[config.mk]
export PLATFORM = sky130hd
export DESIGN_NAME = pmc_power_ctrl_flat
export DESIGN_NICKNAME = d
export VERILOG_FILES = /design/src/include/pmc_pkg.sv /design/src/include/pmc_if.sv /design/src/hw/pmc_power_ctrl.sv /design/src/flat_wrapper.sv
export SDC_FILE = /design/constraint.sdc
export NUM_CORES = 1
export LEC_CHECK = 0
export BUFFER_PORTS_ARGS = -buffer_cell sky130_fd_sc_hd__buf_2
export CORE_AREA = 5 5 77 79
export DETAILED_ROUTE_END_ITERATION = 6
export DIE_AREA = 0 0 82 84
export MAX_ROUTING_LAYER = met4
export PLACE_DENSITY = 0.84
export SLEW_MARGIN = 10
export SYNTH_ARGS = -nofsm -noshare
export SYNTH_HDL_FRONTEND = slang
export SYNTH_SLANG_ARGS = --single-unit
[constraint.sdc]
create_clock -name clk_sys -period 4.2 [get_ports clk_sys]
set_input_delay 0.63 -clock clk_sys [delete_from_list [all_inputs] [get_ports clk_sys]]
set_output_delay 0.63 -clock clk_sys [all_outputs]
set_load 0.005 [all_outputs]
[src/include/pmc_pkg.sv]
// Shared constants and types for the power reduction controller and its CPU side
package pmc_pkg;

   // ---------------------------------------------------------------
   // System control register layout
   // ---------------------------------------------------------------
   localparam int          CTL_W      = 5;
   localparam int          CTL_PWRDN  = 0;  // powerdown_request_bit
   localparam int          CTL_HALT   = 1;  // cpu_halt_low_power_bit
   localparam int          CTL_SLOW   = 2;  // slow_clock_bit
   localparam int          CTL_NODLY  = 3;  // wake_delay_disable_bit
   localparam int          CTL_PULLUP = 4;  // bus_pullup_enable_bit
   localparam logic [4:0]  CTL_RESET  = 5'h00;

   // ---------------------------------------------------------------
   // Clocking and wake-up timing
   // ---------------------------------------------------------------
   localparam int          CLK_PERIOD_NS  = 20;
   localparam int          IDLE_DIV       = 512;
   localparam int          DIV_W          = 9;
   localparam int          WAKE_DELAY_CYC = 1536;
   localparam int          WAKE_W         = 11;

   // ---------------------------------------------------------------
   // Interrupt pins and levels
   // ---------------------------------------------------------------
   localparam int          PIN_N     = 8;   // seven maskable plus the non-maskable
   localparam int          NMI_IDX   = 7;
   localparam int          PRIO_W    = 21;  // 3 bits for each maskable pin
   localparam logic [2:0]  LVL_MAX   = 3'h7;
   localparam logic [20:0] PRIO_RESET = 21'h000000;
   localparam logic [7:0]  SEL_RESET  = 8'h00;

   // ---------------------------------------------------------------
   // Wishbone register map of the CPU side (byte addresses)
   // ---------------------------------------------------------------
   localparam logic [7:0]  ADR_CTRL   = 8'h00;
   localparam logic [7:0]  ADR_STATUS = 8'h04;
   localparam logic [7:0]  ADR_CMD    = 8'h08;
   localparam logic [7:0]  ADR_PINSEL = 8'h0c;
   localparam logic [7:0]  ADR_PRIO   = 8'h10;
   localparam int          CMD_STOP   = 0;
   localparam int          CMD_ACK    = 1;

   // ---------------------------------------------------------------
   // Controller states, one-hot
   // ---------------------------------------------------------------
   typedef enum logic [4:0] {
      ST_RUN       = 5'h01,
      ST_STOPPED   = 5'h02,
      ST_STANDBY   = 5'h04,
      ST_POWERDOWN = 5'h08,
      ST_WAKEDELAY = 5'h10
   } pmc_state_t;

   // Selected interrupt pins that are currently low
   function automatic logic [7:0] pmc_active_pins(input logic [7:0] sel,
                                                  input logic [7:0] pinsN);
      return sel & ~pinsN;
   endfunction

endpackage

[src/include/pmc_if.sv]
// Link between the power reduction controller and the CPU side
`timescale 1ns/1ps
interface pmc_if;
   import pmc_pkg::*;

   logic             ctlWe;        // write strobe for system control register
   logic [4:0]       ctlWdata;     // value written
   logic [4:0]       ctlRdata;     // current system control register
   logic             stopCmd;      // stop instruction executed, one cycle
   logic             intAck;       // interrupt acknowledge, one cycle
   logic             irqInternal;  // any on-chip interrupt activated
   logic [7:0]       pinSelect;    // interrupt_pin_select_bit per pin
   logic [20:0]      intPrio;      // interrupt_priority_field per maskable pin
   logic [4:0]       devState;     // controller state code
   logic             cpuClkEn;     // CPU clock enable
   logic             wakeIrq;      // wake-up interrupt request
   logic [2:0]       wakeLevel;    // level of that request

   modport dev (
      input  ctlWe, ctlWdata, stopCmd, intAck, irqInternal, pinSelect, intPrio,
      output ctlRdata, devState, cpuClkEn, wakeIrq, wakeLevel
   );
   modport cpu (
      output ctlWe, ctlWdata, stopCmd, intAck, irqInternal, pinSelect, intPrio,
      input  ctlRdata, devState, cpuClkEn, wakeIrq, wakeLevel
   );
endinterface

[src/hw/pmc_power_ctrl.sv]
// Power reduction controller: power-down, standby and idle clock control
//
// Behaviour
// [RL1] Three modes: power-down, standby, divide-by-512 idle
// [RL2] Power-down only by bit then stop
// [RL3] Registers hold unchanged through power-down
// [RL4] Leave power-down on reset or low pin
// [RL5] Interrupt wake-up first gives a level-7 interrupt
// [RL6] Waking pin at priority 7 repeats level 7
// [RL7] Waking pin must be low and selected
// [RL8] Without delay-disable, wait 1536 cycles after wake
// [RL9] Power-down bit clears itself on wake-up
// [RL10] Delay-disable bit restarts clocks immediately
// [RL11] Pull-up bit enables bus pull-ups
// [RL12] External reset held until oscillator stable
// [RL13] Standby stops only the CPU clock
// [RL14] Any interrupt restarts CPU from standby
// [RL15] Idle bit divides clock by 512 at once
// [RL16] Clearing idle bit restores full clock
// [RL17] Idle divided clock drives peripherals too
// [RL18] Power-down from idle resumes in idle
// [RL19] Software turns pull-ups off when unneeded
// [RL20] After stop, CPU makes no memory references
// [RL21] Interrupt pins act only when selected
// [RL22] Non-maskable input always has level 7
// [RL23] Stop without power-down bit only stops CPU
// [RL24] Control bits read-write, cleared by reset
`timescale 1ns/1ps
module pmc_power_ctrl
   import pmc_pkg::*;
(
   input  wire logic       clk_sys,     // 50 MHz system clock
   input  wire logic       rst,         // synchronous reset, active high
   input  wire logic       intRstReq,   // on-chip reset request, same clock
   input  wire logic [6:0] intPinN,     // maskable_interrupt_inputs, active low
   input  wire logic       nmiPinN,     // nonmaskable_interrupt_input, active low
   pmc_if.dev              link,        // CPU side
   output logic            oscEn,       // oscillator running
   output logic            periphClkEn, // peripheral clock enable
   output logic            pullupEn     // bus pull-ups on
);

   // ---------------------------------------------------------------
   // Pin synchronisers and edge detection
   // ---------------------------------------------------------------
   logic [7:0]  pinMeta;
   logic [7:0]  pinSync;
   logic [7:0]  activeLow;
   logic [7:0]  prevActive;
   logic [7:0]  fallEdge;
   logic        resetAll;

   assign resetAll = rst | intRstReq;

   always_ff @(posedge clk_sys) begin
      if (rst) begin
         pinMeta <= 8'hff;
         pinSync <= 8'hff;
      end else begin
         pinMeta <= {nmiPinN, intPinN};
         pinSync <= pinMeta;
      end
   end

   // Unselected pins are port pins and never reach wake logic
   assign activeLow = pmc_active_pins(link.pinSelect, pinSync); // [RL21] [RL7]

   always_ff @(posedge clk_sys) begin
      if (resetAll) begin
         prevActive <= 8'h00;
      end else begin
         prevActive <= activeLow;
      end
   end

   assign fallEdge = activeLow & ~prevActive;

   // ---------------------------------------------------------------
   // State machine
   // ---------------------------------------------------------------
   pmc_state_t               state;
   pmc_state_t               next_state;
   logic [4:0]               ctl;
   logic [WAKE_W-1:0]        delayCnt;
   logic                     delayDone;
   logic                     anyEvent;
   logic                     wakeNow;

   assign delayDone = (delayCnt == WAKE_W'(WAKE_DELAY_CYC - 1));
   assign anyEvent  = (|fallEdge) | link.irqInternal;
   assign wakeNow   = (state == ST_POWERDOWN) && (|activeLow); // [RL4]

   always_comb begin
      next_state = state;
      unique case (state)
         ST_RUN: begin
            if (link.stopCmd && ctl[CTL_PWRDN]) begin
               next_state = ST_POWERDOWN; // [RL2]
            end else if (link.stopCmd) begin
               next_state = ST_STOPPED; // [RL23] [RL20]
            end else if (ctl[CTL_HALT]) begin
               next_state = ST_STANDBY; // [RL13]
            end
         end
         ST_STOPPED: begin
            if (anyEvent) begin
               next_state = ST_RUN;
            end
         end
         ST_STANDBY: begin
            if (anyEvent) begin
               next_state = ST_RUN; // [RL14]
            end
         end
         ST_POWERDOWN: begin
            if (wakeNow && ctl[CTL_NODLY]) begin
               next_state = ST_RUN; // [RL10]
            end else if (wakeNow) begin
               next_state = ST_WAKEDELAY; // [RL8]
            end
         end
         ST_WAKEDELAY: begin
            if (delayDone) begin
               next_state = ST_RUN; // [RL8]
            end
         end
         default: begin
            next_state = ST_RUN;
         end
      endcase
   end

   // Internal reset also ends power-down, as it resets all here but the pin synchronisers
   always_ff @(posedge clk_sys) begin
      if (resetAll) begin
         state <= ST_RUN; // [RL4]
      end else begin
         state <= next_state;
      end
   end

   // ---------------------------------------------------------------
   // Oscillator stabilisation counter
   // ---------------------------------------------------------------
   always_ff @(posedge clk_sys) begin
      if (resetAll || state != ST_WAKEDELAY) begin
         delayCnt <= '0;
      end else begin
         delayCnt <= delayCnt + WAKE_W'(1); // [RL8]
      end
   end

   // ---------------------------------------------------------------
   // System control register
   // ---------------------------------------------------------------
   // Writes only land while the CPU runs; a halted CPU cannot issue
   // them, and refusing them keeps contents frozen in power-down.
   always_ff @(posedge clk_sys) begin
      if (resetAll) begin
         ctl <= CTL_RESET; // [RL24]
      end else begin
         if (link.ctlWe && state == ST_RUN) begin
            ctl <= link.ctlWdata; // [RL24] [RL3]
         end
         if (wakeNow) begin
            ctl[CTL_PWRDN] <= 1'b0; // [RL9]
         end
         if (state == ST_STANDBY && anyEvent) begin
            ctl[CTL_HALT] <= 1'b0; // [RL14]
         end
      end
   end

   assign link.ctlRdata = ctl;
   assign link.devState = state;

   // ---------------------------------------------------------------
   // Idle divider
   // ---------------------------------------------------------------
   // Frozen with the oscillator, so idle survives a power-down cycle.
   logic [DIV_W-1:0]  divCnt;
   logic              divTick;
   logic              clkTick;

   always_ff @(posedge clk_sys) begin
      if (resetAll || !ctl[CTL_SLOW]) begin
         divCnt <= '0; // [RL16]
      end else if (state != ST_POWERDOWN) begin
         divCnt <= divCnt + DIV_W'(1); // [RL18]
      end
   end

   assign divTick = (divCnt == DIV_W'(IDLE_DIV - 1)); // [RL1]
   // Takes effect on the very next cycle, no resync of the divider
   assign clkTick = ctl[CTL_SLOW] ? divTick : 1'b1; // [RL15] [RL16]

   // ---------------------------------------------------------------
   // Clock enables and pull-ups
   // ---------------------------------------------------------------
   assign oscEn         = (state != ST_POWERDOWN); // [RL1] [RL2]
   assign link.cpuClkEn = (state == ST_RUN) && clkTick; // [RL13] [RL20]
   // Peripherals stay clocked in standby and stop, but share the
   // divided clock in idle, so serial and converter timing breaks.
   assign periphClkEn   = (state != ST_POWERDOWN) && (state != ST_WAKEDELAY)
                          && clkTick; // [RL13] [RL17] [RL23]

   always_ff @(posedge clk_sys) begin
      if (resetAll) begin
         pullupEn <= 1'b0;
      end else begin
         pullupEn <= ctl[CTL_PULLUP]; // [RL11]
      end
   end

   // ---------------------------------------------------------------
   // Wake-up interrupt sequencing
   // ---------------------------------------------------------------
   logic [2:0]  wakePin;
   logic [2:0]  wakePinPrio;
   logic        wakePend;
   logic        wakeRepeat;

   // Highest-numbered active pin wins, the non-maskable one first
   function automatic logic [2:0] pmc_top_pin(input logic [7:0] act);
      logic [2:0] idx;
      idx = 3'h0;
      for (int i = 0; i < PIN_N; i++) begin
         if (act[i]) begin
            idx = 3'(i);
         end
      end
      return idx;
   endfunction

   assign wakePinPrio = (wakePin == 3'(NMI_IDX)) ? LVL_MAX
                        : link.intPrio[wakePin*3 +: 3]; // [RL22]

   always_ff @(posedge clk_sys) begin
      if (resetAll) begin
         wakePin <= 3'h0;
      end else if (wakeNow) begin
         wakePin <= pmc_top_pin(activeLow);
      end
   end

   // Set only in power-down, cleared only by acknowledge while running,
   // so the two can never meet in one cycle.
   always_ff @(posedge clk_sys) begin
      if (resetAll) begin
         wakePend   <= 1'b0;
         wakeRepeat <= 1'b0;
      end else if (wakeNow) begin
         wakePend   <= 1'b1; // [RL5]
         wakeRepeat <= 1'b0;
      end else if (link.intAck && wakePend && state == ST_RUN) begin
         if (!wakeRepeat && wakePinPrio == LVL_MAX) begin
            wakeRepeat <= 1'b1; // [RL6]
         end else begin
            wakePend   <= 1'b0;
            wakeRepeat <= 1'b0;
         end
      end
   end

   assign link.wakeIrq   = wakePend && (state == ST_RUN); // [RL5]
   assign link.wakeLevel = LVL_MAX; // [RL5] [RL6]

endmodule

[src/flat_wrapper.sv]
// flat-port wrapper written by rule: the top's interface ports become plain ports
module pmc_power_ctrl_flat import pmc_pkg::*;
  (clk_sys, rst, intRstReq, intPinN, nmiPinN, oscEn, periphClkEn, pullupEn, link_ctlWe, link_ctlWdata, link_stopCmd, link_intAck, link_irqInternal, link_pinSelect, link_intPrio, link_ctlRdata, link_devState, link_cpuClkEn, link_wakeIrq, link_wakeLevel);
  pmc_if link_i ();
  input  wire logic clk_sys;
  input  wire logic rst;
  input  wire logic intRstReq;
  input  wire logic [6:0] intPinN;
  input  wire logic nmiPinN;
  output logic oscEn;
  output logic periphClkEn;
  output logic pullupEn;
  input wire logic [$bits(link_i.ctlWe)-1:0] link_ctlWe;
  input wire logic [$bits(link_i.ctlWdata)-1:0] link_ctlWdata;
  input wire logic [$bits(link_i.stopCmd)-1:0] link_stopCmd;
  input wire logic [$bits(link_i.intAck)-1:0] link_intAck;
  input wire logic [$bits(link_i.irqInternal)-1:0] link_irqInternal;
  input wire logic [$bits(link_i.pinSelect)-1:0] link_pinSelect;
  input wire logic [$bits(link_i.intPrio)-1:0] link_intPrio;
  output wire logic [$bits(link_i.ctlRdata)-1:0] link_ctlRdata;
  output wire logic [$bits(link_i.devState)-1:0] link_devState;
  output wire logic [$bits(link_i.cpuClkEn)-1:0] link_cpuClkEn;
  output wire logic [$bits(link_i.wakeIrq)-1:0] link_wakeIrq;
  output wire logic [$bits(link_i.wakeLevel)-1:0] link_wakeLevel;
  assign link_i.ctlWe = link_ctlWe;
  assign link_i.ctlWdata = link_ctlWdata;
  assign link_i.stopCmd = link_stopCmd;
  assign link_i.intAck = link_intAck;
  assign link_i.irqInternal = link_irqInternal;
  assign link_i.pinSelect = link_pinSelect;
  assign link_i.intPrio = link_intPrio;
  assign link_ctlRdata = link_i.ctlRdata;
  assign link_devState = link_i.devState;
  assign link_cpuClkEn = link_i.cpuClkEn;
  assign link_wakeIrq = link_i.wakeIrq;
  assign link_wakeLevel = link_i.wakeLevel;
  pmc_power_ctrl u_core (.clk_sys(clk_sys), .rst(rst), .intRstReq(intRstReq), .intPinN(intPinN), .nmiPinN(nmiPinN), .link(link_i), .oscEn(oscEn), .periphClkEn(periphClkEn), .pullupEn(pullupEn));
endmodule
==> impl_results.rst <==
.. list-table::
   :header-rows: 1

   * - Metric
     - Value
   * - Status
     - finished, final reports clean
   * - Area of the core
     - 5270 µm²
   * - Slew @ Worst Pin
     - between 0.6 and 0.7 ns
   * - Clock Pin Slew Worst Setup and Hold Paths
     - 0.07 ns
   * - YS warnings
     - 0
   * - Floorplan row count
     - 27
   * - Crit path kind
     - reg2out
   * - Total Routing Usage GR
     - between 10% and 20%
   * - Pin count of the biggest net entering global routing
     - 22
   * - CTS H-tree depth
     - 3
   * - Setup TNS after final layout
     - 0 ns
   * - CTS buffer count
     - 9
   * - Placer's final routability congestion estimate
     - ~0.8
   * - Post-route DRC
     - 0
   * - Netlist area before placement
     - around 2500 µm²
   * - Pre-CTS worst setup slack
     - 2.02 ns
   * - Dominant synthesized flop cell
     - dfxtp_1
   * - Slew margin rel.
     - a little over half
   * - Register area share after synthesis
     - between 40% and 50%
   * - Fin. max-slew vios
     - 0
   * - Signal arrival time at the worst endpoint
     - about 1.7 ns
   * - Proportion of synthesized flip-flops having asynchronous set or reset
     - 0%
   * - Hold crit path type
     - reg2reg
   * - Hold violation count in the final report
     - 0
   * - Combinational group share of total power
     - 6.2%
   * - Synthesized area per cell
     - 9.06 µm²
   * - Mean number of vias per cell
     - 5.10
   * - Largest voltage drop on the vdd net
     - between 0.0002 and 0.0003 V
   * - Detailed-router iteration count before antenna repair
     - 4
   * - Nature of the critical path startpoint
     - register
   * - Global-route wire length before repair
     - between 9000 and 10000 µm
   * - Buffer levels on the longest clock path
     - 2
   * - Internal power
     - ~1.0 mW
   * - Number of enable flip-flop cells after synthesis
     - 0
   * - Residual overflow from global routing
     - 0
   * - Total Routed Length
     - approximately 5300 µm
   * - Fraction of layout instances using a drive strength above 1
     - a little under a third
   * - Routed length per placed instance
     - ~13 µm
   * - Hold-fix buffer count after cts
     - 0
   * - Switching power of the nets
     - 0.284 mW
   * - Die boundary width
     - 82 µm
   * - Largest stage delay on the critical path
     - 0.37 ns
   * - Final antenna diode count
     - 0
   * - Number of port buffers
     - 63
   * - Post-Syn Instances
     - about 270
   * - Insertion delay of the later-clocked pin in the worst-skew pair
     - roughly 0.34 ns
   * - Cell family with the largest share of critical-path delay
     - simple AND/OR/NAND/NOR gates
   * - Maximum fanout along the worst path
     - 4
   * - Final Cycle Share
     - 56.1%
   * - Power per cell area
     - between 400 and 500 nW/µm²
   * - DIE AREA
     - ~7000 µm²
   * - Max-cap viol count
     - 0
   * - Switching fraction of total power
     - between 20% and 30%
   * - Fin Clk Skew
     - slightly below 0.007 ns
   * - Total vias in the final route
     - 2128
   * - CP required
     - approximately 3.6 ns
   * - Initial Util
     - 46.9%
   * - Series of cell instances along the critical path
     - ha_1 -> nand3_1 -> nor2_1 -> ha_1 -> nor2b_1 -> nor3_1 -> buf_2
   * - Sequential Power Share
     - between 40% and 50%
   * - Number of antenna violations at the first check in global routing
     - 0
   * - Number of clock sinks
     - 60
   * - Total of endpoints with negative setup slack in the final report
     - 0
   * - Post-synthesis register bit count
     - 60
   * - Number of nets in the finished design
     - slightly below 400
   * - Final min period
     - roughly 2.4 ns
   * - Buf/Inv on CP
     - 1
   * - Kind of end point of the critical path
     - primary output
   * - Vertical die dimension
     - 84 µm
   * - Share of power burned in the clock network
     - just under 50%
   * - 1st-iter DRT viols
     - about 140
   * - Unrepaired setup endpoints after global routing
     - no
   * - Total leakage power
     - roughly 1.3 nW
   * - Worst setup slack after layout
     - between 1.5 and 2 ns
   * - Yosys cell types
     - 46
   * - I/O Pins
     - 67
   * - Most common cell type on the critical path
     - ha_1
   * - P&R area growth vs syn
     - 24.6%
   * - Number of global-route vias before repair
     - 2111
   * - Slowest library cell on the worst path
     - dfxtp_1
   * - Count of antenna-violating nets left after detailed routing
     - 0
   * - Post-cts repair resize count
     - 0
   * - Root Buffer
     - clkbuf_8
   * - Number of buffers inserted to repair setup after CTS
     - 0
   * - Hpwl dp
     - a little under 4000 µm
   * - TritonCTS clock tree
     - done
   * - Max Clock Freq
     - about 420 MHz
==> cells by family (layout without fill, tap and decap cells) <==
group / count (synthesis) / after routing / synth area share (%)
buffers and inverters: 18 / 88 / 3.69
other: 1 / 3 / 0.152
xor gates and xnor gates: 17 / 17 / 6.02
and+or+nand+nor: 136 / 136 / 29.0
DFF: 60 / 60 / 48.6
AOI/OAI and AO/OA: 36 / 36 / 10.2
muxes: 2 / 2 / 0.810
adders and majority gates: 3 / 3 / 1.52
==> cell usage after synthesis (2+ instances only) <==
library cell  instances  area [µm²]
dfxtp_1              60        1200
nor2_1               33         124
nand2_1              22        82.6
or2_2                18         113
nand3_1              15        75.1
a21oi_1              14        70.1
xnor2_1              10        87.6
nand4_1               9        56.3
inv_1                 8        30.0
nand2b_1              8        50.1
nor3_1                7        35.0
xor2_1                7        61.3
clkbuf_1              5        18.8
and3_1                4        25.0
and2_1                3        18.8
buf_4                 3        22.5
ha_1                  3        37.5
nor2b_1               3        18.8
nor3b_1               3        22.5
o211ai_1              3        22.5
o21ai_0               3        15.0
a311oi_1              2        17.5
a41o_1                2        20.0
and3b_2               2        20.0
mux2i_1               2        20.0
nand3b_1              2        15.0
nor4_1                2        12.5
o22ai_1               2        12.5
==> metrics by stage <==
| step | power, mW | instance area [µm²] | hold WS [ns] | util (%) | cells |
|---|---|---|---|---|---|
| 2_1_floorplan | 0.645 | 2480 | 0.389 | - | 275 |
| 4_1_cts | 1.31 | 3080 | 0.413 | 58.5 | 417 |
| 5_1_grt | 1.35 | 3080 | 0.424 | 58.5 | 417 |
| 3_3_place_gp | 0.679 | 2830 | 0.390 | 53.8 | 401 |
| 3_5_place_dp | 0.682 | 2830 | 0.393 | 53.8 | 401 |
| 6_report | 1.30 | 3080 | 0.414 | 58.5 | 417 |
==> cells in the final DEF, fill, tap and decap left out, types with 4 or more instances in the layout <==
cell type / Yosys / routed
a21oi_1: 14 / 14
and3_1: 4 / 4
buf_2: 0 / 63
clkbuf_8: 0 / 9
dfxtp_1: 60 / 60
inv_1: 8 / 8
nand2_1: 22 / 22
nand2b_1: 8 / 8
nand3_1: 15 / 15
nand4_1: 9 / 9
nor2_1: 33 / 33
nor3_1: 7 / 7
or2_2: 18 / 18
xnor2_1: 10 / 10
xor2_1: 7 / 7
==> path summary, 6_finish.rpt <==
path	depth (start not counted)	startpoint	slack (ns)	endpoint
min reg2reg	1	u_core.pinMeta[3]$_SDFF_PP1_	0.41	u_core.pinSync[3]$_SDFF_PP1_
min	1	u_core.pinMeta[3]$_SDFF_PP1_	0.41	u_core.pinSync[3]$_SDFF_PP1_
max reg2reg	6	u_core.link.devState[4]$_SDFFE_PP0P_	2.14	u_core.link.devState[2]$_SDFFE_PP0P_
max	7	u_core.divCnt[0]$_SDFFE_PP0N_	1.84	periphClkEn
==> area by class of cell <==
type,count,area (µm²)
clock buffers,9,124
clock inverters,7,124
fillers,480,2190
inverters,9,38.8
multi-input cells,197,1190
flip-flops and latches,60,1200
well taps,72,90.1
repair buffers,63,315
==> sequential cells by signal, indices dropped and copies added (netlist names) <==
name                  cells
u_core.wakePend           1
u_core.link.devState      5
u_core.pinMeta            8
u_core.link.ctlRdata      5
u_core.pullupEn           1
u_core.wakePin            3
u_core.wakeRepeat         1
u_core.pinSync            8
u_core.delayCnt          11
u_core.divCnt             9
u_core.prevActive         8
==> metal layers <==
| layer | wire length, µm | vias up | track usage [%] | share of wire, % |
|---|---|---|---|---|
| met2 | 2640 | 58 | 27.0 | 50 |
| met3 | 335 | 12 | 7.34 | 6.3 |
| met5 | 0 | - | - | 0 |
| met4 | 107 | 0 | 6.50 | 2.0 |
| li1 | - | 1074 | - | - |
| met1 | 2230 | 984 | 19.6 | 42 |
==> power by group through the flow <==
| stage | Clock [mW] | Combinational (mW) | Sequential, mW |
|---|---|---|---|
| after CTS | 0.645 | 0.0819 | 0.587 |
| after global routing | 0.675 | 0.0914 | 0.588 |
| after floorplan | 0 | 0.0464 | 0.599 |
| after global placement | 0 | 0.0796 | 0.600 |
| final | 0.634 | 0.0814 | 0.587 |
| after detailed placement | 0 | 0.0814 | 0.600 |
Power figures use the tool's default switching activity.
